<file path="config.mk">
export PLATFORM = sky130hd
export DESIGN_NAME = tse_thermal_event
export DESIGN_NICKNAME = d
export VERILOG_FILES = /design/src/rtl/tse_pkg.sv /design/src/rtl/tse_thermal_event.sv
export SDC_FILE = /design/constraint.sdc
export NUM_CORES = 1
export LEC_CHECK = 0
export ABC_AREA = 1
export ABC_CLOCK_PERIOD_IN_PS = 5600
export BUFFER_PORTS_ARGS = -buffer_cell sky130_fd_sc_hd__buf_4
export CORE_AREA = 2 2 168 88
export CTS_BUF_LIST = sky130_fd_sc_hd__clkbuf_4
export DETAILED_ROUTE_END_ITERATION = 7
export DIE_AREA = 0 0 170 90
export GPL_TIMING_DRIVEN = 1
export SYNTH_ARGS = -nofsm -noshare
export SYNTH_HDL_FRONTEND = slang
export SYNTH_SLANG_ARGS = --single-unit
</file>
<file path="constraint.sdc">
create_clock -name clk -period 5.6 [get_ports clk]
set_input_delay 0.84 -clock clk [delete_from_list [all_inputs] [get_ports clk]]
set_output_delay 0.84 -clock clk [all_outputs]
set_load 0.03 [all_outputs]
</file>
<file path="src/rtl/tse_pkg.sv">
// tse_pkg: register map, field positions, reset values, timing and carriers
// for the thermal sensor event logic.
// assumes a byte-wide configuration access port and an 8 ns core clock.
package tse_pkg;

  // byte offsets in the configuration window
  localparam logic [7:0] ADDR_SENSOR_OUT   = 8'hE0;
  localparam logic [7:0] ADDR_SENSOR_OUT_H = 8'hE1;
  localparam logic [7:0] ADDR_LOW_THR      = 8'hE2;
  localparam logic [7:0] ADDR_HIGH_THR     = 8'hE3;
  localparam logic [7:0] ADDR_LOW_STS_B0   = 8'hE4;
  localparam logic [7:0] ADDR_LOW_STS_B1   = 8'hE5;
  localparam logic [7:0] ADDR_HIGH_STS_B0  = 8'hE6;
  localparam logic [7:0] ADDR_HIGH_STS_B1  = 8'hE7;
  localparam logic [7:0] ADDR_EVENT_MASK   = 8'hE8;
  localparam logic [7:0] ADDR_EVENT_ROUTE  = 8'hE9;
  localparam logic [7:0] ADDR_SENSOR_CTRL  = 8'hEA;

  // field positions
  localparam int FLAG_BIT       = 8;
  localparam int FLAG_BYTE_BIT  = FLAG_BIT - 8;
  localparam int MASK_LOW_BIT   = 1;
  localparam int MASK_HIGH_BIT  = 0;
  localparam int CTRL_EN_BIT    = 1;
  localparam int CTRL_EVLOG_BIT = 0;
  localparam int CTRL_LATCH_BIT = 2;
  localparam int ROUTE_LSB      = 0;

  // reset values
  localparam logic [7:0] LOW_THR_RST  = 8'hB4;
  localparam logic [7:0] HIGH_THR_RST = 8'hC8;
  localparam logic [1:0] ROUTE_RST    = 2'h0;
  localparam logic [1:0] ROUTE_RSVD   = 2'h3;
  localparam logic [2:0] PINS_IDLE    = 3'h7;
  localparam logic [7:0] BYTE_ZERO    = 8'h00;

  // timing
  localparam int CLK_PERIOD_NS  = 8;
  localparam int INTERVAL_MS    = 125;
  localparam int INTERVAL_CYC   = INTERVAL_MS * 1000000 / CLK_PERIOD_NS;
  localparam int CNT_W          = 24;
  localparam logic [CNT_W-1:0] FIRST_WIN_CYC = 24'h00_1000;
  localparam logic [CNT_W-1:0] RUN_WIN_CYC   = 24'h00_0040;
  localparam logic [CNT_W-1:0] CNT_ZERO      = 24'h00_0000;
  localparam logic [CNT_W-1:0] CNT_ONE       = 24'h00_0001;

  typedef enum logic [1:0] {
    TSE_SCH_OFF   = 2'b00,
    TSE_SCH_FIRST = 2'b01,
    TSE_SCH_RUN   = 2'b10
  } tse_sch_e;

  typedef struct packed {
    logic       req;
    logic       we;
    logic [7:0] addr;
    logic [7:0] wdata;
  } tse_cfg_req_s;

  typedef struct packed {
    logic       rvalid;
    logic [7:0] rdata;
  } tse_cfg_rsp_s;

  // state kept through hard reset, cleared only at power-on
  typedef struct packed {
    logic       sensor_enable;
    logic       low_event_flag;
    logic [7:0] low_event_temperature;
    logic       high_event_flag;
    logic [7:0] high_event_temperature;
  } tse_sticky_s;

  // state cleared by hard reset
  typedef struct packed {
    logic [7:0]     sensor_output_value;
    logic           sample_valid;
    logic [7:0]     low_threshold;
    logic [7:0]     high_threshold;
    logic           low_event_mask;
    logic           high_event_mask;
    logic [1:0]     event_pin_select;
    logic           event_logic_enable;
    logic           latch_enable;
    tse_sch_e       sch;
    logic [CNT_W-1:0] cnt;
    logic           conv_active;
    logic [2:0]     err_n;
    tse_cfg_rsp_s   rsp;
  } tse_core_s;

  localparam tse_sticky_s STICKY_RST = '{
    sensor_enable: 1'b0, low_event_flag: 1'b0, low_event_temperature: BYTE_ZERO,
    high_event_flag: 1'b0, high_event_temperature: BYTE_ZERO};

  localparam tse_core_s CORE_RST = '{
    sensor_output_value: BYTE_ZERO, sample_valid: 1'b0,
    low_threshold: LOW_THR_RST, high_threshold: HIGH_THR_RST,
    low_event_mask: 1'b0, high_event_mask: 1'b0, event_pin_select: ROUTE_RST,
    event_logic_enable: 1'b0, latch_enable: 1'b0, sch: TSE_SCH_OFF,
    cnt: CNT_ZERO, conv_active: 1'b0, err_n: PINS_IDLE,
    rsp: '{rvalid: 1'b0, rdata: BYTE_ZERO}};

endpackage

</file>
<file path="src/rtl/tse_thermal_event.sv">
// tse_thermal_event: converter schedule, sample latch, threshold events,
// sticky status, masking and steering onto three active-low error pins.
// assumes the converter code is synchronous to clk and a separate power-on
// reset clears the sticky state; rstn is the hard reset.
//
// Summary of operation
// - enabled event logic sets the low flag when a sample crosses the low threshold
// - low event records the current 8-bit sensor reading as low temperature
// - a high threshold crossing sets the high event flag
// - high event records the current sensor reading as high temperature
// - a repeat crossing before clearing overwrites the recorded temperature
// - flags and temperatures survive hard reset; write one clears, zero ignored
// - low mask set blocks low events from the error pin only
// - high mask set blocks high events from the error pin only
// - masks never stop flag or temperature updates
// - steering 00/01/10 picks error pin 0/1/2, 11 drives none
// - low and high events share the one steered pin
// - sensor disabled stops conversion and freezes the output register
// - while enabled, the readout is latched every clock the converter runs
// - first interval runs 4096 clocks, then 64 clocks every 125 ms
// - sensor enable resets to zero and survives hard reset
// - event logic enable zero means no status events are raised
// - sensor output holds 8 bits at half a degree per count
// - low threshold resets to B4h and is writable
// - high threshold resets to C8h and is writable
`timescale 1ns/100ps
module tse_thermal_event #(
  parameter int INTERVAL_CYCLES = tse_pkg::INTERVAL_CYC
) (
  input  wire logic                 clk,
  input  wire logic                 rstn,
  input  wire logic                 por_n,
  input  wire logic                 ce,
  input  wire tse_pkg::tse_cfg_req_s cfg_req,
  output tse_pkg::tse_cfg_rsp_s     cfg_rsp,
  input  wire logic [7:0]           adc_code,
  output logic                      conv_active,
  output logic [2:0]                err_n
);
  import tse_pkg::*;

  tse_core_s   core_ff;
  tse_core_s   nxt_core;
  tse_sticky_s stk_ff;
  tse_sticky_s nxt_stk;

  logic             wr;
  logic             rd;
  logic             latch_now;
  logic             old_above_lo;
  logic             new_above_lo;
  logic             old_above_hi;
  logic             new_above_hi;
  logic             low_evt;
  logic             high_evt;
  logic             pin_active;
  logic [15:0]      low_word;
  logic [15:0]      high_word;
  logic [CNT_W-1:0] last_cnt;
  logic [CNT_W-1:0] win;

  assign last_cnt = CNT_W'(INTERVAL_CYCLES - 1);

  always_comb begin
    nxt_core = core_ff;
    nxt_stk  = stk_ff;
    wr = cfg_req.req & cfg_req.we;
    rd = cfg_req.req & ~cfg_req.we;
    low_word  = {7'h00, stk_ff.low_event_flag, stk_ff.low_event_temperature};
    high_word = {7'h00, stk_ff.high_event_flag, stk_ff.high_event_temperature};

    // read path, unmapped and reserved bits read zero
    nxt_core.rsp.rvalid = rd;
    nxt_core.rsp.rdata  = BYTE_ZERO;
    if (rd) begin
      case (cfg_req.addr)
        ADDR_SENSOR_OUT:  nxt_core.rsp.rdata = core_ff.sensor_output_value;
        ADDR_LOW_THR:     nxt_core.rsp.rdata = core_ff.low_threshold;
        ADDR_HIGH_THR:    nxt_core.rsp.rdata = core_ff.high_threshold;
        ADDR_LOW_STS_B0:  nxt_core.rsp.rdata = low_word[7:0];
        ADDR_LOW_STS_B1:  nxt_core.rsp.rdata = low_word[15:8];
        ADDR_HIGH_STS_B0: nxt_core.rsp.rdata = high_word[7:0];
        ADDR_HIGH_STS_B1: nxt_core.rsp.rdata = high_word[15:8];
        ADDR_EVENT_MASK: begin
          nxt_core.rsp.rdata[MASK_LOW_BIT]  = core_ff.low_event_mask;
          nxt_core.rsp.rdata[MASK_HIGH_BIT] = core_ff.high_event_mask;
        end
        ADDR_EVENT_ROUTE: nxt_core.rsp.rdata[ROUTE_LSB +: 2] = core_ff.event_pin_select;
        ADDR_SENSOR_CTRL: begin
          nxt_core.rsp.rdata[CTRL_EN_BIT]    = stk_ff.sensor_enable;
          nxt_core.rsp.rdata[CTRL_EVLOG_BIT] = core_ff.event_logic_enable;
          nxt_core.rsp.rdata[CTRL_LATCH_BIT] = core_ff.latch_enable;
        end
        default: nxt_core.rsp.rdata = BYTE_ZERO;
      endcase
    end

    // write path, status fields are write-one-to-clear
    if (wr) begin
      case (cfg_req.addr)
        ADDR_LOW_THR:  nxt_core.low_threshold  = cfg_req.wdata;
        ADDR_HIGH_THR: nxt_core.high_threshold = cfg_req.wdata;
        ADDR_LOW_STS_B0: begin
          nxt_stk.low_event_temperature = stk_ff.low_event_temperature & ~cfg_req.wdata;
        end
        ADDR_LOW_STS_B1: begin
          if (cfg_req.wdata[FLAG_BYTE_BIT]) begin
            nxt_stk.low_event_flag = 1'b0;
          end
        end
        ADDR_HIGH_STS_B0: begin
          nxt_stk.high_event_temperature = stk_ff.high_event_temperature & ~cfg_req.wdata;
        end
        ADDR_HIGH_STS_B1: begin
          if (cfg_req.wdata[FLAG_BYTE_BIT]) begin
            nxt_stk.high_event_flag = 1'b0;
          end
        end
        ADDR_EVENT_MASK: begin
          nxt_core.low_event_mask  = cfg_req.wdata[MASK_LOW_BIT];
          nxt_core.high_event_mask = cfg_req.wdata[MASK_HIGH_BIT];
        end
        ADDR_EVENT_ROUTE: nxt_core.event_pin_select = cfg_req.wdata[ROUTE_LSB +: 2];
        ADDR_SENSOR_CTRL: begin
          nxt_stk.sensor_enable       = cfg_req.wdata[CTRL_EN_BIT];
          nxt_core.event_logic_enable = cfg_req.wdata[CTRL_EVLOG_BIT];
          nxt_core.latch_enable       = cfg_req.wdata[CTRL_LATCH_BIT];
        end
        default: nxt_core.rsp.rvalid = rd;
      endcase
    end

    // converter schedule, long first window then short periodic windows
    case (core_ff.sch)
      TSE_SCH_OFF: begin
        if (stk_ff.sensor_enable) begin
          nxt_core.sch = TSE_SCH_FIRST;
          nxt_core.cnt = CNT_ZERO;
        end
      end
      TSE_SCH_FIRST, TSE_SCH_RUN: begin
        if (!stk_ff.sensor_enable) begin
          nxt_core.sch = TSE_SCH_OFF;
          nxt_core.cnt = CNT_ZERO;
        end else if (core_ff.cnt == last_cnt) begin
          nxt_core.sch = TSE_SCH_RUN;
          nxt_core.cnt = CNT_ZERO;
        end else begin
          nxt_core.cnt = core_ff.cnt + CNT_ONE;
        end
      end
      default: begin
        nxt_core.sch = TSE_SCH_OFF;
        nxt_core.cnt = CNT_ZERO;
      end
    endcase
    win = (nxt_core.sch == TSE_SCH_FIRST) ? FIRST_WIN_CYC : RUN_WIN_CYC;
    nxt_core.conv_active = (nxt_core.sch != TSE_SCH_OFF) && (nxt_core.cnt < win);

    // sample latch and threshold crossing
    latch_now    = core_ff.conv_active & stk_ff.sensor_enable;
    old_above_lo = core_ff.sensor_output_value >= core_ff.low_threshold;
    new_above_lo = adc_code >= core_ff.low_threshold;
    old_above_hi = core_ff.sensor_output_value >= core_ff.high_threshold;
    new_above_hi = adc_code >= core_ff.high_threshold;
    low_evt  = latch_now & core_ff.sample_valid & core_ff.event_logic_enable
               & (old_above_lo != new_above_lo);
    high_evt = latch_now & core_ff.sample_valid & core_ff.event_logic_enable
               & (old_above_hi != new_above_hi);
    if (latch_now) begin
      nxt_core.sensor_output_value = adc_code;
      nxt_core.sample_valid        = 1'b1;
    end else if (!stk_ff.sensor_enable) begin
      nxt_core.sample_valid = 1'b0;
    end

    // events win over a clear in the same cycle, masks play no part here
    if (low_evt) begin
      nxt_stk.low_event_flag        = 1'b1;
      nxt_stk.low_event_temperature = adc_code;
    end
    if (high_evt) begin
      nxt_stk.high_event_flag        = 1'b1;
      nxt_stk.high_event_temperature = adc_code;
    end

    // error pin, one steered pin shared by both events
    pin_active = core_ff.event_logic_enable
                 & ((stk_ff.low_event_flag & ~core_ff.low_event_mask)
                    | (stk_ff.high_event_flag & ~core_ff.high_event_mask));
    nxt_core.err_n = PINS_IDLE;
    if (pin_active && core_ff.event_pin_select != ROUTE_RSVD) begin
      nxt_core.err_n[core_ff.event_pin_select] = 1'b0;
    end
  end

  always_ff @(posedge clk or negedge rstn) begin
    if (!rstn) begin
      core_ff <= CORE_RST;
    end else if (ce) begin
      core_ff <= nxt_core;
    end
  end

  // sticky state ignores hard reset
  always_ff @(posedge clk or negedge por_n) begin
    if (!por_n) begin
      stk_ff <= STICKY_RST;
    end else if (ce) begin
      stk_ff <= nxt_stk;
    end
  end

  assign cfg_rsp     = core_ff.rsp;
  assign conv_active = core_ff.conv_active;
  assign err_n       = core_ff.err_n;

  // checks
  chk_low_flag_set: assert property (@(posedge clk) disable iff (!rstn || !por_n)
    (ce && low_evt) |=> stk_ff.low_event_flag)
    else $error("low event did not set low flag");

  chk_low_temp_rec: assert property (@(posedge clk) disable iff (!rstn || !por_n)
    (ce && low_evt) |=> stk_ff.low_event_temperature == $past(adc_code))
    else $error("low temperature not recorded");

  chk_high_flag_set: assert property (@(posedge clk) disable iff (!rstn || !por_n)
    (ce && high_evt) |=> stk_ff.high_event_flag)
    else $error("high event did not set high flag");

  chk_high_temp_rec: assert property (@(posedge clk) disable iff (!rstn || !por_n)
    (ce && high_evt) |=> stk_ff.high_event_temperature == $past(adc_code))
    else $error("high temperature not recorded");

  chk_overwrite_temp: assert property (@(posedge clk) disable iff (!rstn || !por_n)
    (ce && stk_ff.low_event_flag && low_evt) |=>
      stk_ff.low_event_temperature == core_ff.sensor_output_value)
    else $error("repeat crossing did not overwrite temperature");

  chk_zero_write: assert property (@(posedge clk) disable iff (!rstn || !por_n)
    (ce && wr && cfg_req.addr == ADDR_LOW_STS_B1 && !cfg_req.wdata[FLAG_BYTE_BIT])
      |=> stk_ff.low_event_flag == $past(stk_ff.low_event_flag) || $past(low_evt))
    else $error("zero write changed low flag");

  chk_mask_block: assert property (@(posedge clk) disable iff (!rstn || !por_n)
    (ce && core_ff.low_event_mask && !stk_ff.high_event_flag) |=> err_n == PINS_IDLE)
    else $error("masked low event reached a pin");

  chk_mask_high: assert property (@(posedge clk) disable iff (!rstn || !por_n)
    (ce && core_ff.high_event_mask && !stk_ff.low_event_flag) |=> err_n == PINS_IDLE)
    else $error("masked high event reached a pin");

  chk_route_pin: assert property (@(posedge clk) disable iff (!rstn || !por_n)
    (ce && pin_active && core_ff.event_pin_select == 2'h1) |=> err_n == 3'h5)
    else $error("event not steered to pin 1");

  chk_route_rsvd: assert property (@(posedge clk) disable iff (!rstn || !por_n)
    (ce && core_ff.event_pin_select == ROUTE_RSVD) |=> err_n == PINS_IDLE)
    else $error("reserved steering drove a pin");

  chk_hold_disabled: assert property (@(posedge clk) disable iff (!rstn || !por_n)
    (ce && !stk_ff.sensor_enable) |=> $stable(core_ff.sensor_output_value))
    else $error("sensor output changed while disabled");

  chk_latch_active: assert property (@(posedge clk) disable iff (!rstn || !por_n)
    (ce && conv_active && stk_ff.sensor_enable) |=>
      core_ff.sensor_output_value == $past(adc_code))
    else $error("readout not latched while converter active");

  chk_run_window: assert property (@(posedge clk) disable iff (!rstn || !por_n)
    (ce && core_ff.sch == TSE_SCH_RUN && core_ff.cnt == RUN_WIN_CYC) |-> !conv_active)
    else $error("periodic window longer than 64 clocks");

  chk_evlog_off: assert property (@(posedge clk) disable iff (!rstn || !por_n)
    (ce && !core_ff.event_logic_enable && !wr) |=> !$rose(stk_ff.low_event_flag)
      && !$rose(stk_ff.high_event_flag))
    else $error("event raised with event logic disabled");

  chk_pin_release: assert property (@(posedge clk) disable iff (!rstn || !por_n)
    (ce && !stk_ff.low_event_flag && !stk_ff.high_event_flag) |=> err_n == PINS_IDLE)
    else $error("pin held with no flag set");

  chk_overwrite_high: assert property (@(posedge clk) disable iff (!rstn || !por_n)
    (ce && stk_ff.high_event_flag && high_evt) |=>
      stk_ff.high_event_temperature == $past(adc_code))
    else $error("repeat high crossing did not overwrite temperature");

  chk_high_zero_write: assert property (@(posedge clk) disable iff (!rstn || !por_n)
    (ce && wr && cfg_req.addr == ADDR_HIGH_STS_B1 && !cfg_req.wdata[FLAG_BYTE_BIT])
      |=> stk_ff.high_event_flag == $past(stk_ff.high_event_flag) || $past(high_evt))
    else $error("zero write changed high flag");

  chk_low_clear: assert property (@(posedge clk) disable iff (!rstn || !por_n)
    (ce && wr && cfg_req.addr == ADDR_LOW_STS_B1 && cfg_req.wdata[FLAG_BYTE_BIT] && !low_evt)
      |=> !stk_ff.low_event_flag)
    else $error("write one did not clear low flag");

  chk_high_clear: assert property (@(posedge clk) disable iff (!rstn || !por_n)
    (ce && wr && cfg_req.addr == ADDR_HIGH_STS_B1 && cfg_req.wdata[FLAG_BYTE_BIT] && !high_evt)
      |=> !stk_ff.high_event_flag)
    else $error("write one did not clear high flag");

  chk_mask_status: assert property (@(posedge clk) disable iff (!rstn || !por_n)
    (ce && core_ff.low_event_mask && low_evt) |=> stk_ff.low_event_flag)
    else $error("low mask blocked the status flag");

  chk_route_pin0: assert property (@(posedge clk) disable iff (!rstn || !por_n)
    (ce && pin_active && core_ff.event_pin_select == 2'h0) |=> err_n == 3'h6)
    else $error("event not steered to pin 0");

  chk_route_pin2: assert property (@(posedge clk) disable iff (!rstn || !por_n)
    (ce && pin_active && core_ff.event_pin_select == 2'h2) |=> err_n == 3'h3)
    else $error("event not steered to pin 2");

  chk_shared_pin: assert property (@(posedge clk) disable iff (!rstn || !por_n)
    (ce && pin_active && core_ff.event_pin_select != ROUTE_RSVD) |=> $onehot(~err_n))
    else $error("events drove more than one pin");

  chk_conv_off: assert property (@(posedge clk) disable iff (!rstn || !por_n)
    (ce && !stk_ff.sensor_enable) |=> !conv_active)
    else $error("converter active while sensor disabled");

  chk_first_window: assert property (@(posedge clk) disable iff (!rstn || !por_n)
    (ce && core_ff.sch == TSE_SCH_FIRST && core_ff.cnt == FIRST_WIN_CYC) |-> !conv_active)
    else $error("first window longer than 4096 clocks");

  chk_run_open: assert property (@(posedge clk) disable iff (!rstn || !por_n)
    (ce && core_ff.sch == TSE_SCH_RUN && core_ff.cnt < RUN_WIN_CYC) |-> conv_active)
    else $error("periodic window shorter than 64 clocks");

  chk_low_thr_write: assert property (@(posedge clk) disable iff (!rstn || !por_n)
    (ce && wr && cfg_req.addr == ADDR_LOW_THR) |=>
      core_ff.low_threshold == $past(cfg_req.wdata))
    else $error("low threshold write lost");

  chk_high_thr_write: assert property (@(posedge clk) disable iff (!rstn || !por_n)
    (ce && wr && cfg_req.addr == ADDR_HIGH_THR) |=>
      core_ff.high_threshold == $past(cfg_req.wdata))
    else $error("high threshold write lost");

  chk_evlog_pin: assert property (@(posedge clk) disable iff (!rstn || !por_n)
    (ce && !core_ff.event_logic_enable) |=> err_n == PINS_IDLE)
    else $error("pin driven with event logic disabled");

  chk_same_sample: assert property (@(posedge clk) disable iff (!rstn || !por_n)
    (ce && core_ff.sensor_output_value == adc_code) |=> !$rose(stk_ff.low_event_flag)
      && !$rose(stk_ff.high_event_flag))
    else $error("event raised without a sample change");

endmodule

</file>
==> impl_metrics.py, run 1 <==
metrics = {
    "setup_path": {
        "crit_path_cell_trace": "inv_1 -> ha_1 -> inv_1 -> nor2_2 -> inv_1 -> o21ai_0 -> nand2_1 -> nand2_1 -> nor2_2 -> a21boi_1 -> nor2_1 -> nand2_1 -> nand2_1",
        "crit_path_max_fanout": 16,
        "worst-r2r-setup-slack_ns": 2.82,
        "crit_path_frequent_cell": "sky130_fd_sc_hd__nand2_1",
        "worstSetupPathType": "reg -> reg",
        "end_kind": "flop",
        "data_arrival_at_the_endpoint_of_the_critical_path_ns": 3.16,
        "worstPathRequired_ns": 5.98,
        "critPathMaxStageDelay_ns": 0.61,
        "crit_path_start_kind": "flop",
        "crit_path_slowest_cell": "sky130_fd_sc_hd__nor2_2",
    },
    "global_route": {
        "global_route.usage.total_pct": 27.9,
        "grt_pass1_vias": 5277,
        "grt-ovfl-total": 0,
        "number_of_antenna_violations_at_the_first_check_in_global_routing": 0,
        "grt_pass1_wl_um": 31800,
        "pin_count_of_the_biggest_net_entering_global_routing": 71,
    },
    "sta": {
        "finalSetupTns_ns": 0,
        "finalWorstSetupSlack_ns": 2.82,
        "final-setup-viol-count": 0,
        "maxClockFrequency_mhz": 359,
        "hold_viol_final": 0,
        "drv_slew": 0,
        "worst-slew-pin-transition_ns": 0.945,
        "grt_setup_unrepaired": "no",
        "finalCriticalPeriod_ns": 2.78,
        "slew_headroom_pct": 37.0,
        "period_share_pct": 49.7,
        "fin_skew_ns": 0.0214,
    },
    "synthesis": {
        "synth-edff-count": 0,
        "async_flop_share_pct": 100,
        "mapped_area_um2": 6120,
        "synthCells": 834,
        "flop_and_latch_count_out_of_synthesis": 89,
        "yosys.area.top_type_share_pct": 32.3,
        "synth_net_count": 901,
        "synthFlopType": "sky130_fd_sc_hd__dfrtp_1",
        "synth.lib_cells_used.distinct": 50,
        "synth.yosys.seq_area_share_pct": 36.6,
        "synthesis.yosys.warnings": 0,
        "synth.top_cells.by_area": "sky130_fd_sc_hd__dfrtp_1, sky130_fd_sc_hd__nand2_1, sky130_fd_sc_hd__ha_1",
        "syn-mean-instance-area_um2": 7.34,
        "post-synth-top-area-cell": "sky130_fd_sc_hd__dfrtp_1",
    },
    "clock_tree": {
        "cts_buffer_depth": 2,
        "cts-buffers-inserted": 9,
        "post_cts_resized": 0,
        "cts.hold.buffers_added": 0,
        "htree_levels": 3,
        "clk_pin_slew_worst_setup_hold_paths_ns": 0.17,
        "cts.root.buffer_cell": "sky130_fd_sc_hd__clkbuf_4",
        "clock_insertion_delay_worst_skew_ns": 0.47,
        "cts_setup_buffers": 0,
        "clock-sinks": 89,
        "cts_tree": "yes",
    },
    "floorplan": {
        "initial_core_util_pct": 43.8,
        "design.core.area_um2": 14000,
        "dieArea_um2": 15300,
        "die_h_um": 90,
        "floorplan.die.width_um": 170,
        "io_pins": 43,
        "std_cell_rows": 31,
    },
    "route": {
        "wire_length_after_detailed_routing_um": 20500,
        "route.detailed.wl_per_inst_um": 19.6,
        "dr.first_iter.drc_count": 744,
        "post-route-drc-count": 0,
        "count_of_nets_left_with_antenna_violations_after_detail_routing": 0,
        "avgViaCountPerCell": 5.69,
        "num_vias": 5932,
        "drt-pass1-iter-count": 6,
    },
    "layout": {
        "flow.area_growth_from_synthesis_pct": 7.99,
        "n_antenna_cell": 0,
        "finalNetCount": 924,
        "layout_cell_share_with_drive_strength_beyond_1_pct": 13.1,
    },
    "placed_design": {
        "detailedPlacementHpwl_um": 16300,
        "finalWeightedCongestion": 0.973,
        "place.port_buffers": 42,
        "placement.setup.worst_slack_ns": 2.78,
    },
    "power_and_ir_drop": {
        "power.static_leakage_nw": 3.08,
        "ir_drop_mv": 0.109,
        "powerDensity_nw_per_um2": 211,
    },
    "run": {
        "max_cap_viol": 0,
    },
    "status": {
        "outcome": "completed",
    },
    "hold_path": {
        "hold_class": "in -> async",
    },
}
sequential cells by signal, summed over array words and instances (netlist names):
| signal | count |
|---|---|
| conv_active | 1 |
| high_word | 9 |
| core_ff | 57 |
| low_word | 9 |
| err_n | 3 |
| stk_ff | 1 |
| cfg_rsp | 9 |
cells in the mapped netlist (all sizes together) (3+ instances only):
master / n
a21oi: 35
a31oi: 10
buf: 23
clkbuf: 8
clkinv: 4
dfrtp: 79
dfstp: 10
ha: 37
inv: 98
nand2: 221
nand3: 64
nand4: 32
nor2: 89
nor3: 5
o21a: 5
o21ai: 81
o221ai: 3
o22ai: 6
or2: 3
xor2: 4
kinds of logic (layout without fill, tap and decap cells):
logic type               after synthesis  after routing  synth area share (%)
flip-flops                            89             89                  36.6
AO/OA/AOI/OAI                        153            153                  14.1
buffers and inverters                133            161                  9.67
XOR/XNOR                               6              6                 0.859
adder cells (fa/ha/maj)               37             37                  7.56
AND/OR/NAND/NOR                      416            416                  31.2
layer usage:
metal  share of wire (%)  up-vias  routed length, µm  GRT usage, %
met5                   0        -                  0             0
met4                0.56        0                115          3.35
met3                  13       11               2720          10.2
met2                  33      329               6720          30.2
met1                  53     2788              10900          49.4
li1                    -     2804                  -             -
placed cells by master (no fill, tap or decap), drive strengths merged, types with 6 or more instances in the layout:
cell,Yosys,routed
nand2,221,221
inv,98,103
nor2,89,89
o21ai,81,81
dfrtp,79,79
nand3,64,64
buf,23,43
ha,37,37
a21oi,35,35
nand4,32,32
a31oi,10,10
dfstp,10,10
clkbuf,8,9
o22ai,6,6
path summary, 6_finish.rpt:
kind,endpoint,cells past startpoint,from
max reg2reg,conv_active$_DFFE_PN0P_,13,core_ff[38]$_DFFE_PN0P_
min in group clk,core_ff[55]$_DFFE_PN1P_,2,core_ff[55]$_DFFE_PN1P_
min,high_word[8]$_DFFE_PN0P_,1,por_n
max in group asynchronous,core_ff[66]$_DFFE_PN0P_,1,rstn
max,conv_active$_DFFE_PN0P_,13,core_ff[38]$_DFFE_PN0P_
min reg2reg,core_ff[55]$_DFFE_PN1P_,2,core_ff[55]$_DFFE_PN1P_
where the power goes:
group          total (mW)  switching, mW  internal [mW]  leakage (nW)
combinational       0.264          0.178         0.0857          1.83
clock               0.410          0.264          0.145        0.0836
sequential          0.720         0.0472          0.673          1.17
total                1.39          0.490          0.904          3.08
worst max-delay path, delay by kind of cell, from the launching register on:
kind,cells,cell delay (ns)
AND/OR/NAND/NOR,7,1.07
buffers and inverters,3,0.53
AO/OA/AOI/OAI,2,0.49
flip-flops,1,0.43
adder cells (fa/ha/maj),1,0.17
layout make-up:
cell class	instances	area, µm²
multi-input cells	612	3290
clock buffers	9	67.6
clock inverters	7	81.3
inverters	102	383
fillers	1413	7350
repair buffers	43	323
well taps	181	226
flip-flops and latches	89	2240
stage by stage:
stage / hold WS (ns) / instance area [µm²] / util, % / total power [mW] / cells
2_1_floorplan: 0.442 / 6120 / - / 0.879 / 834
3_3_place_gp: 0.463 / 6460 / 46.3 / 0.982 / 1027
3_5_place_dp: 0.466 / 6460 / 46.3 / 0.986 / 1027
4_1_cts: 0.199 / 6610 / 47.3 / 1.39 / 1043
5_1_grt: 0.209 / 6610 / 47.3 / 1.46 / 1043
6_report: 0.215 / 6610 / 47.3 / 1.39 / 1043
No activity file was read; power rests on OpenSTA's default activity.
==> inputs of run 2 (changes only) <==
Settings changed: ABC_AREA 1 to 0, ABC_CLOCK_PERIOD_IN_PS 5600 to 2920, CORE_AREA 2 2 168 88 to 2 2 165 86, DIE_AREA 0 0 170 90 to 0 0 167 88.
Clock period 5.6 ns to 2.92 ns, I/O delays scaled along.
==> run 2 against run 1 <==
The flow now finishes with violations (setup timing). Final area grew 6.7%. Flip-flop and latch count is the same. Clock power increased by 77%. Core utilization rose by 5.9 points. Critical endpoint unchanged. Register-to-register slack got worse by 3.0 ns. Critical path depth down 1. Setup slack lost 3.0 ns. Routed wire length shrank 6.1%.
==> impl_metrics.py, run 2 <==
metrics = {
    "floorplan": {
        "die_h_um": 88,
        "design.core.area_um2": 13300,
        "std_cell_rows": 30,
        "dieArea_um2": 14700,
        "initial_core_util_pct": 44.1,
        "io_pins": 43,
        "floorplan.die.width_um": 167,
    },
    "synthesis": {
        "synthAdderAreaFrac_pct": 7.92,
        "synthFlopType": "sky130_fd_sc_hd__dfrtp_1",
        "yosys.area.top_type_share_pct": 33.8,
        "synth.yosys.seq_area_share_pct": 38.3,
        "synthCells": 667,
        "synth_net_count": 734,
        "post_synth_and_or_nand_nor_area_fraction_pct": 18.8,
        "syn-mean-instance-area_um2": 8.77,
        "synth.lib_cells_used.distinct": 69,
        "post-synth-top-area-cell": "sky130_fd_sc_hd__dfrtp_1",
        "synth.most_common_cell": "sky130_fd_sc_hd__dfrtp_1",
        "flop_and_latch_count_out_of_synthesis": 89,
        "synth-edff-count": 0,
        "synthesis.yosys.warnings": 0,
        "mapped_area_um2": 5850,
        "async_flop_share_pct": 100,
        "synth.top_cells.by_area": "sky130_fd_sc_hd__dfrtp_1, sky130_fd_sc_hd__ha_1, sky130_fd_sc_hd__o21ai_0",
        "synth_compound_gate_area_share_pct": 24.7,
        "yosys-top-cells-count": "sky130_fd_sc_hd__dfrtp_1, sky130_fd_sc_hd__nand2_1, sky130_fd_sc_hd__o21ai_0",
        "synth_top_family_by_area": "compound AO/OA/AOI/OAI gates",
        "muxShareOfSynthArea_pct": 3.12,
        "synth-xor-area-share_pct": 0.599,
    },
    "setup_path": {
        "data_arrival_at_the_endpoint_of_the_critical_path_ns": 3.39,
        "worstPathRequired_ns": 3.26,
        "worst-r2r-setup-slack_ns": -0.13,
        "worst_path_dominant_cell_family": "simple AND/OR/NAND/NOR gates",
        "worstSetupPathType": "reg -> reg",
        "end_kind": "flop",
        "crit_path_start_kind": "flop",
        "critical_path_cell_count": 12,
        "depth_of_the_worst_register_to_register_path": 12,
        "crit_buf_inv": 2,
        "crit_path_max_fanout": 3,
        "crit_path_cell_trace": "or4bb_1 -> or4_4 -> nor4_4 -> buf_4 -> o22a_1 -> nor3_2 -> inv_1 -> ha_4 -> a2111oi_4 -> o21ai_2 -> a211oi_2 -> a32o_1",
        "critPathMaxStageDelay_ns": 0.58,
        "crit_path_slowest_cell": "sky130_fd_sc_hd__or4_4",
    },
    "status": {
        "outcome": "finished, violations left",
        "failed_checks": "setup timing",
    },
    "sta": {
        "finalCriticalPeriod_ns": 3.05,
        "final-setup-viol-count": 1,
        "maxClockFrequency_mhz": 327,
        "fin_skew_ns": 0.0192,
        "worst-slew-pin-transition_ns": 0.963,
        "hold_viol_final": 0,
        "finalWorstSetupSlack_ns": -0.134,
        "slew_headroom_pct": 35.8,
        "drv_slew": 0,
        "period_share_pct": 105,
        "grt_setup_unrepaired": "yes",
    },
    "layout": {
        "final_common_cell": "sky130_fd_sc_hd__buf_4",
        "layout_cell_share_with_drive_strength_beyond_1_pct": 24.5,
        "layout.cells.most_common_list": "sky130_fd_sc_hd__buf_4, sky130_fd_sc_hd__dfrtp_1, sky130_fd_sc_hd__nand2_1, sky130_fd_sc_hd__o21ai_0",
        "largest_register_ffs": 57,
        "finalNetCount": 824,
        "stdcell_count": 938,
        "n_antenna_cell": 0,
        "biggest_register": "core_ff",
        "flow.area_growth_from_synthesis_pct": 20.6,
    },
    "global_route": {
        "global_route.peak_usage_layer": "met1",
        "pin_count_of_the_biggest_net_entering_global_routing": 71,
        "grt-ovfl-total": 0,
        "grt_util_met3_pct": 9.40,
        "number_of_antenna_violations_at_the_first_check_in_global_routing": 0,
        "grt_pass1_vias": 5201,
        "use_met2_pct": 32.8,
        "global_route.usage.total_pct": 26.5,
        "grt.met1_usage_pct": 43.1,
        "grt_pass1_wl_um": 29800,
    },
    "power_and_ir_drop": {
        "powerDensity_nw_per_um2": 362,
        "seqPwrFrac_pct": 51.4,
        "internal_dissipation_mw": 1.73,
        "net_load_switching_power_uw": 824,
        "clock_power_share_pct": 28.4,
        "switching_fraction_pct": 32.2,
        "ir_drop_mv": 0.187,
        "power_frac_comb_pct": 20.2,
        "power.static_leakage_nw": 3.23,
    },
    "placed_design": {
        "finalWeightedCongestion": 0.943,
        "placement.setup.worst_slack_ns": -0.474,
        "detailedPlacementHpwl_um": 14700,
        "place.port_buffers": 42,
        "dpl.cell_count": 913,
    },
    "route": {
        "dr.first_iter.drc_count": 648,
        "route.detailed.wl_per_inst_um": 20.5,
        "drt-pass1-iter-count": 6,
        "avgViaCountPerCell": 6.06,
        "num_vias": 5688,
        "count_of_nets_left_with_antenna_violations_after_detail_routing": 0,
        "wire_length_after_detailed_routing_um": 19200,
        "post-route-drc-count": 0,
    },
    "clock_tree": {
        "clock_insertion_delay_worst_skew_ns": 0.45,
        "cts_buffer_depth": 2,
        "clock-sinks": 89,
        "clk_pin_slew_worst_setup_hold_paths_ns": 0.15,
        "htree_levels": 3,
        "cts.root.buffer_cell": "sky130_fd_sc_hd__clkbuf_4",
        "cts-buffers-inserted": 9,
        "cts_tree": "yes",
    },
    "run": {
        "max_cap_viol": 0,
    },
    "hold_path": {
        "hold_class": "in -> async",
    },
}
[run 2: cell types whose count changed in the layout (fill, tap and decap cells not counted), sizes merged, moves of 20 or more]
cell and change:
nor3 +20, nand3 -48, buf +80, nand2 -151
nand4 -21, inv -60, nor2 -50
[run 2: through the flow]
stage	instance area, µm²	TNS (ns)	power, mW	hold slack (ns)	util [%]
after global routing	7050	-0.241	2.67	0.166	53.2
after detailed placement	6730	-4.17	1.80	0.342	50.8
after CTS	6940	-0.0392	2.54	0.150	52.4
final	7050	-0.134	2.56	0.121	53.2
after floorplan	5870	0	1.59	0.142	-
after global placement	6730	-3.85	1.80	0.336	50.8
[run 2: cell type report]
cell class / count / area [µm²]
clock buffers: 9 / 67.6
clock inverters: 7 / 70.1
fillers: 1229 / 6200
inverters: 42 / 158
multi-input cells: 491 / 3360
flip-flops and latches: 89 / 2240
well taps: 176 / 220
repair buffers: 124 / 937
[run 2: logic make-up (layout without fill, tap and decap cells)]
| logic type | Yosys count | count (layout) |
|---|---|---|
| XOR/XNOR | 4 | 4 |
| AND/OR/NAND/NOR | 219 | 219 |
| multiplexers | 17 | 17 |
| flip-flops | 89 | 89 |
| buffers and inverters | 87 | 182 |
| AO/OA/AOI/OAI | 214 | 214 |
| adder cells (fa/ha/maj) | 37 | 37 |
[run 2: power groups by stage]
stage                     clock network [mW]  logic [mW]  registers (mW)
after floorplan                            0       0.266            1.32
after global placement                     0       0.469            1.33
after detailed placement                   0       0.473            1.33
after CTS                              0.741       0.486            1.31
after global routing                   0.792       0.563            1.32
final                                  0.726       0.517            1.31
[run 2: worst paths after layout]
kind | from | end
setup / recovery | core_ff[16]$_DFFE_PN0P_ | conv_active$_DFFE_PN0P_
hold / removal | rstn | core_ff[44]$_DFFE_PN0P_
setup reg to reg | core_ff[16]$_DFFE_PN0P_ | conv_active$_DFFE_PN0P_
hold reg to reg | cfg_rsp[7]$_DFFE_PN0P_ | cfg_rsp[7]$_DFFE_PN0P_
max in group asynchronous | rstn | core_ff[36]$_DFFE_PN0P_
min in group clk | cfg_req[3] | low_word[3]$_DFFE_PN0P_
[run 2: timing repair]
| action | in CTS | in global routing |
|---|---|---|
| gates resized for setup | 11 | 14 |
| endpoints found under the hold margin | 19 | 0 |
| pin swaps | 3 | 10 |
| setup endpoints to repair | 10 | 19 |
| buffers inserted | 1 | 7 |
| hold buffers | 1 | 0 |
[run 2: per-layer routing]
layer | vias up | wire (µm)
met1 | 2730 | 9580
met4 | 0 | 65
met2 | 303 | 7050
li1 | 2643 | -
met3 | 12 | 2510
met5 | - | 0
==> inputs of run 3 (changes only) <==
Settings changed: REMOVE_ABC_BUFFERS set to 1.
==> run 3 against run 2 <==
The flow still finishes with violations (setup timing). Core utilization shrank 2.2 points. Via count fell by 1.3%. Flip-flop and latch count unchanged. Die area stayed put. Clock power shrank 7.7%. Non-clock buffer count decreased by 26. Critical path depth fell by 2. Critical path type unchanged. Largest cell class unchanged.
==> impl_metrics.py, run 3 (synthesized netlist as in run 2, its figures left out) <==
metrics = {
    "floorplan": {
        "std_cell_rows": 30,
        "initial_core_util_pct": 44.1,
        "io_pins": 43,
        "dieArea_um2": 14700,
        "design.core.area_um2": 13300,
        "die_h_um": 88,
        "floorplan.die.width_um": 167,
    },
    "power_and_ir_drop": {
        "power.static_leakage_nw": 3.06,
        "net_load_switching_power_uw": 839,
        "clock_power_share_pct": 27.0,
        "report.power.total_mw": 2.49,
        "seqPwrFrac_pct": 52.6,
        "powerDensity_nw_per_um2": 368,
        "power_frac_comb_pct": 20.4,
        "internal_dissipation_mw": 1.65,
        "switching_fraction_pct": 33.7,
        "ir_drop_mv": 0.221,
    },
    "setup_path": {
        "data_arrival_at_the_endpoint_of_the_critical_path_ns": 3.45,
        "crit_buf_inv": 2,
        "crit_path_max_fanout": 19,
        "crit_path_cell_trace": "or4_1 -> or4_4 -> o21ai_2 -> buf_4 -> buf_4 -> a31oi_1 -> o22ai_1 -> o2111ai_1 -> o31ai_2 -> a32o_1",
        "worst-r2r-setup-slack_ns": -0.12,
        "crit_path_start_kind": "flop",
        "r2r_start": "core_ff[23]$_DFFE_PN0P_",
        "crit_end": "conv_active$_DFFE_PN0P_",
        "critPathMaxStageDelay_ns": 0.60,
        "depth_of_the_worst_register_to_register_path": 10,
        "setup.worst_path.start": "core_ff[23]$_DFFE_PN0P_",
        "critical_path_cell_count": 10,
        "crit_path_slowest_cell": "sky130_fd_sc_hd__or4_4",
        "worst_r2r_endpoint": "conv_active$_DFFE_PN0P_",
        "worstSetupPathType": "reg -> reg",
        "crit_path_frequent_cell": "sky130_fd_sc_hd__buf_4",
        "worst_path_dominant_cell_family": "simple AND/OR/NAND/NOR gates",
        "end_kind": "flop",
        "worstPathRequired_ns": 3.33,
    },
    "status": {
        "outcome": "finished, violations left",
        "failed_checks": "setup timing",
    },
    "placed_design": {
        "detailedPlacementHpwl_um": 14100,
        "placement.setup.worst_slack_ns": -0.171,
        "dpl_cell_area_um2": 6560,
        "place.port_buffers": 42,
        "finalWeightedCongestion": 0.917,
    },
    "layout": {
        "biggest_register": "core_ff",
        "final_design_area_no_fill_um2": 6760,
        "largest_register_ffs": 57,
        "layout_cell_share_with_drive_strength_beyond_1_pct": 20.9,
        "fraction_of_the_core_area_covered_by_cells_at_the_end_of_the_flow_pct": 51.0,
        "flow.area_growth_from_synthesis_pct": 15.6,
        "finalNetCount": 798,
        "final_common_cell": "sky130_fd_sc_hd__buf_4",
        "n_antenna_cell": 0,
        "layout.cells.most_common_list": "sky130_fd_sc_hd__buf_4, sky130_fd_sc_hd__dfrtp_1, sky130_fd_sc_hd__nand2_1, sky130_fd_sc_hd__o21ai_0, sky130_fd_sc_hd__inv_1",
    },
    "global_route": {
        "grt_pass1_vias": 5269,
        "number_of_antenna_violations_at_the_first_check_in_global_routing": 0,
        "grt-ovfl-total": 0,
        "global_route.usage.total_pct": 26.0,
        "pin_count_of_the_biggest_net_entering_global_routing": 71,
        "grt_pass1_wl_um": 29600,
    },
    "clock_tree": {
        "cts_tree": "yes",
        "cts-buffers-inserted": 9,
        "clock_insertion_delay_worst_skew_ns": 0.46,
        "htree_levels": 3,
        "cts.root.buffer_cell": "sky130_fd_sc_hd__clkbuf_4",
        "clk_pin_slew_worst_setup_hold_paths_ns": 0.16,
        "clock-sinks": 89,
        "cts_buffer_depth": 2,
    },
    "sta": {
        "fin_skew_ns": 0.0148,
        "finalSetupTns_ns": -0.118,
        "grt_setup_unrepaired": "yes",
        "hold_viol_final": 0,
        "finalCriticalPeriod_ns": 3.04,
        "slew_headroom_pct": 37.7,
        "drv_slew": 0,
        "period_share_pct": 104,
        "maxClockFrequency_mhz": 329,
        "final-setup-viol-count": 1,
        "worst-slew-pin-transition_ns": 0.935,
        "finalWorstSetupSlack_ns": -0.118,
    },
    "route": {
        "drt-pass1-iter-count": 5,
        "post-route-drc-count": 0,
        "dr.first_iter.drc_count": 576,
        "count_of_nets_left_with_antenna_violations_after_detail_routing": 0,
        "num_vias": 5614,
        "avgViaCountPerCell": 6.16,
        "wire_length_after_detailed_routing_um": 18600,
        "route.detailed.wl_per_inst_um": 20.4,
    },
    "hold_path": {
        "hold_class": "in -> async",
    },
    "run": {
        "max_cap_viol": 0,
    },
}
==> run 3: cell types whose count changed in the layout (fill, tap and decap cells not counted), sizes merged <==
| cell | before | now |
|---|---|---|
| buf | 123 | 97 |
| bufinv | 1 | 0 |
| clkinvlp | 3 | 2 |
| inv | 43 | 45 |
==> run 3: worst min-delay path by stage <==
| stage | depth (start not counted) | end | slack, ns |
|---|---|---|---|
| floorplan | 0 | cfg_rsp[0]$_DFFE_PN0P_ | 0.14 |
| global placement | 1 | high_word[4]$_DFFE_PN0P_ | 0.34 |
| detailed placement | 1 | high_word[4]$_DFFE_PN0P_ | 0.34 |
| CTS | 1 | cfg_rsp[8]$_DFFE_PN0P_ | 0.13 |
| global route | 1 | core_ff[15]$_DFFE_PN0P_ | 0.15 |
| finish | 1 | core_ff[24]$_DFFE_PN0P_ | 0.09 |
==> run 3: power groups by stage <==
| stage | registers [mW] | clock network [mW] | logic (mW) |
|---|---|---|---|
| finish | 1.31 | 0.670 | 0.508 |
| CTS | 1.31 | 0.681 | 0.496 |
| global placement | 1.33 | 0 | 0.476 |
| global route | 1.31 | 0.739 | 0.552 |
| detailed placement | 1.33 | 0 | 0.483 |
| floorplan | 1.33 | 0 | 0.232 |
==> run 3: layout make-up <==
type	instances	area [µm²]
multi-input combinational	491	3290
fill	1261	6490
sequential	89	2240
tap	176	220
timing repair buffer	98	738
clock inverter	7	51.3
inverter	42	158
clock buffer	9	67.6
==> run 3: repair_timing <==
item	4_1_cts	5_1_grt
pin swaps	9	2
hold endpoints to repair	19	0
setup endpoints to repair	9	10
hold buffers	1	0
gates resized for setup	9	4
buffers inserted	3	0
==> run 3: layer usage <==
layer	global-route usage [%]	wire (µm)	share of wire, %
met1	42.5	9350	50
met2	33.7	6870	37
met3	6.96	2190	12
met4	3.61	148	0.80
met5	0	0	0
==> run 3: worst reg2reg max path: stages (launching register included) <==
cell	delay [ns]
sky130_fd_sc_hd__dfrtp_1	0.41
sky130_fd_sc_hd__or4_1	0.51
sky130_fd_sc_hd__or4_4	0.60
sky130_fd_sc_hd__o21ai_2	0.17
sky130_fd_sc_hd__buf_4	0.13
sky130_fd_sc_hd__buf_4	0.24
sky130_fd_sc_hd__a31oi_1	0.07
sky130_fd_sc_hd__o22ai_1	0.21
sky130_fd_sc_hd__o2111ai_1	0.18
sky130_fd_sc_hd__o31ai_2	0.27
sky130_fd_sc_hd__a32o_1	0.20
==> run 3: per-stage QoR <==
step | hold slack, ns | instances
2_1_floorplan | 0.142 | 622
3_3_place_gp | 0.340 | 892
3_5_place_dp | 0.344 | 892
4_1_cts | 0.126 | 912
5_1_grt | 0.148 | 912
6_report | 0.0912 | 912
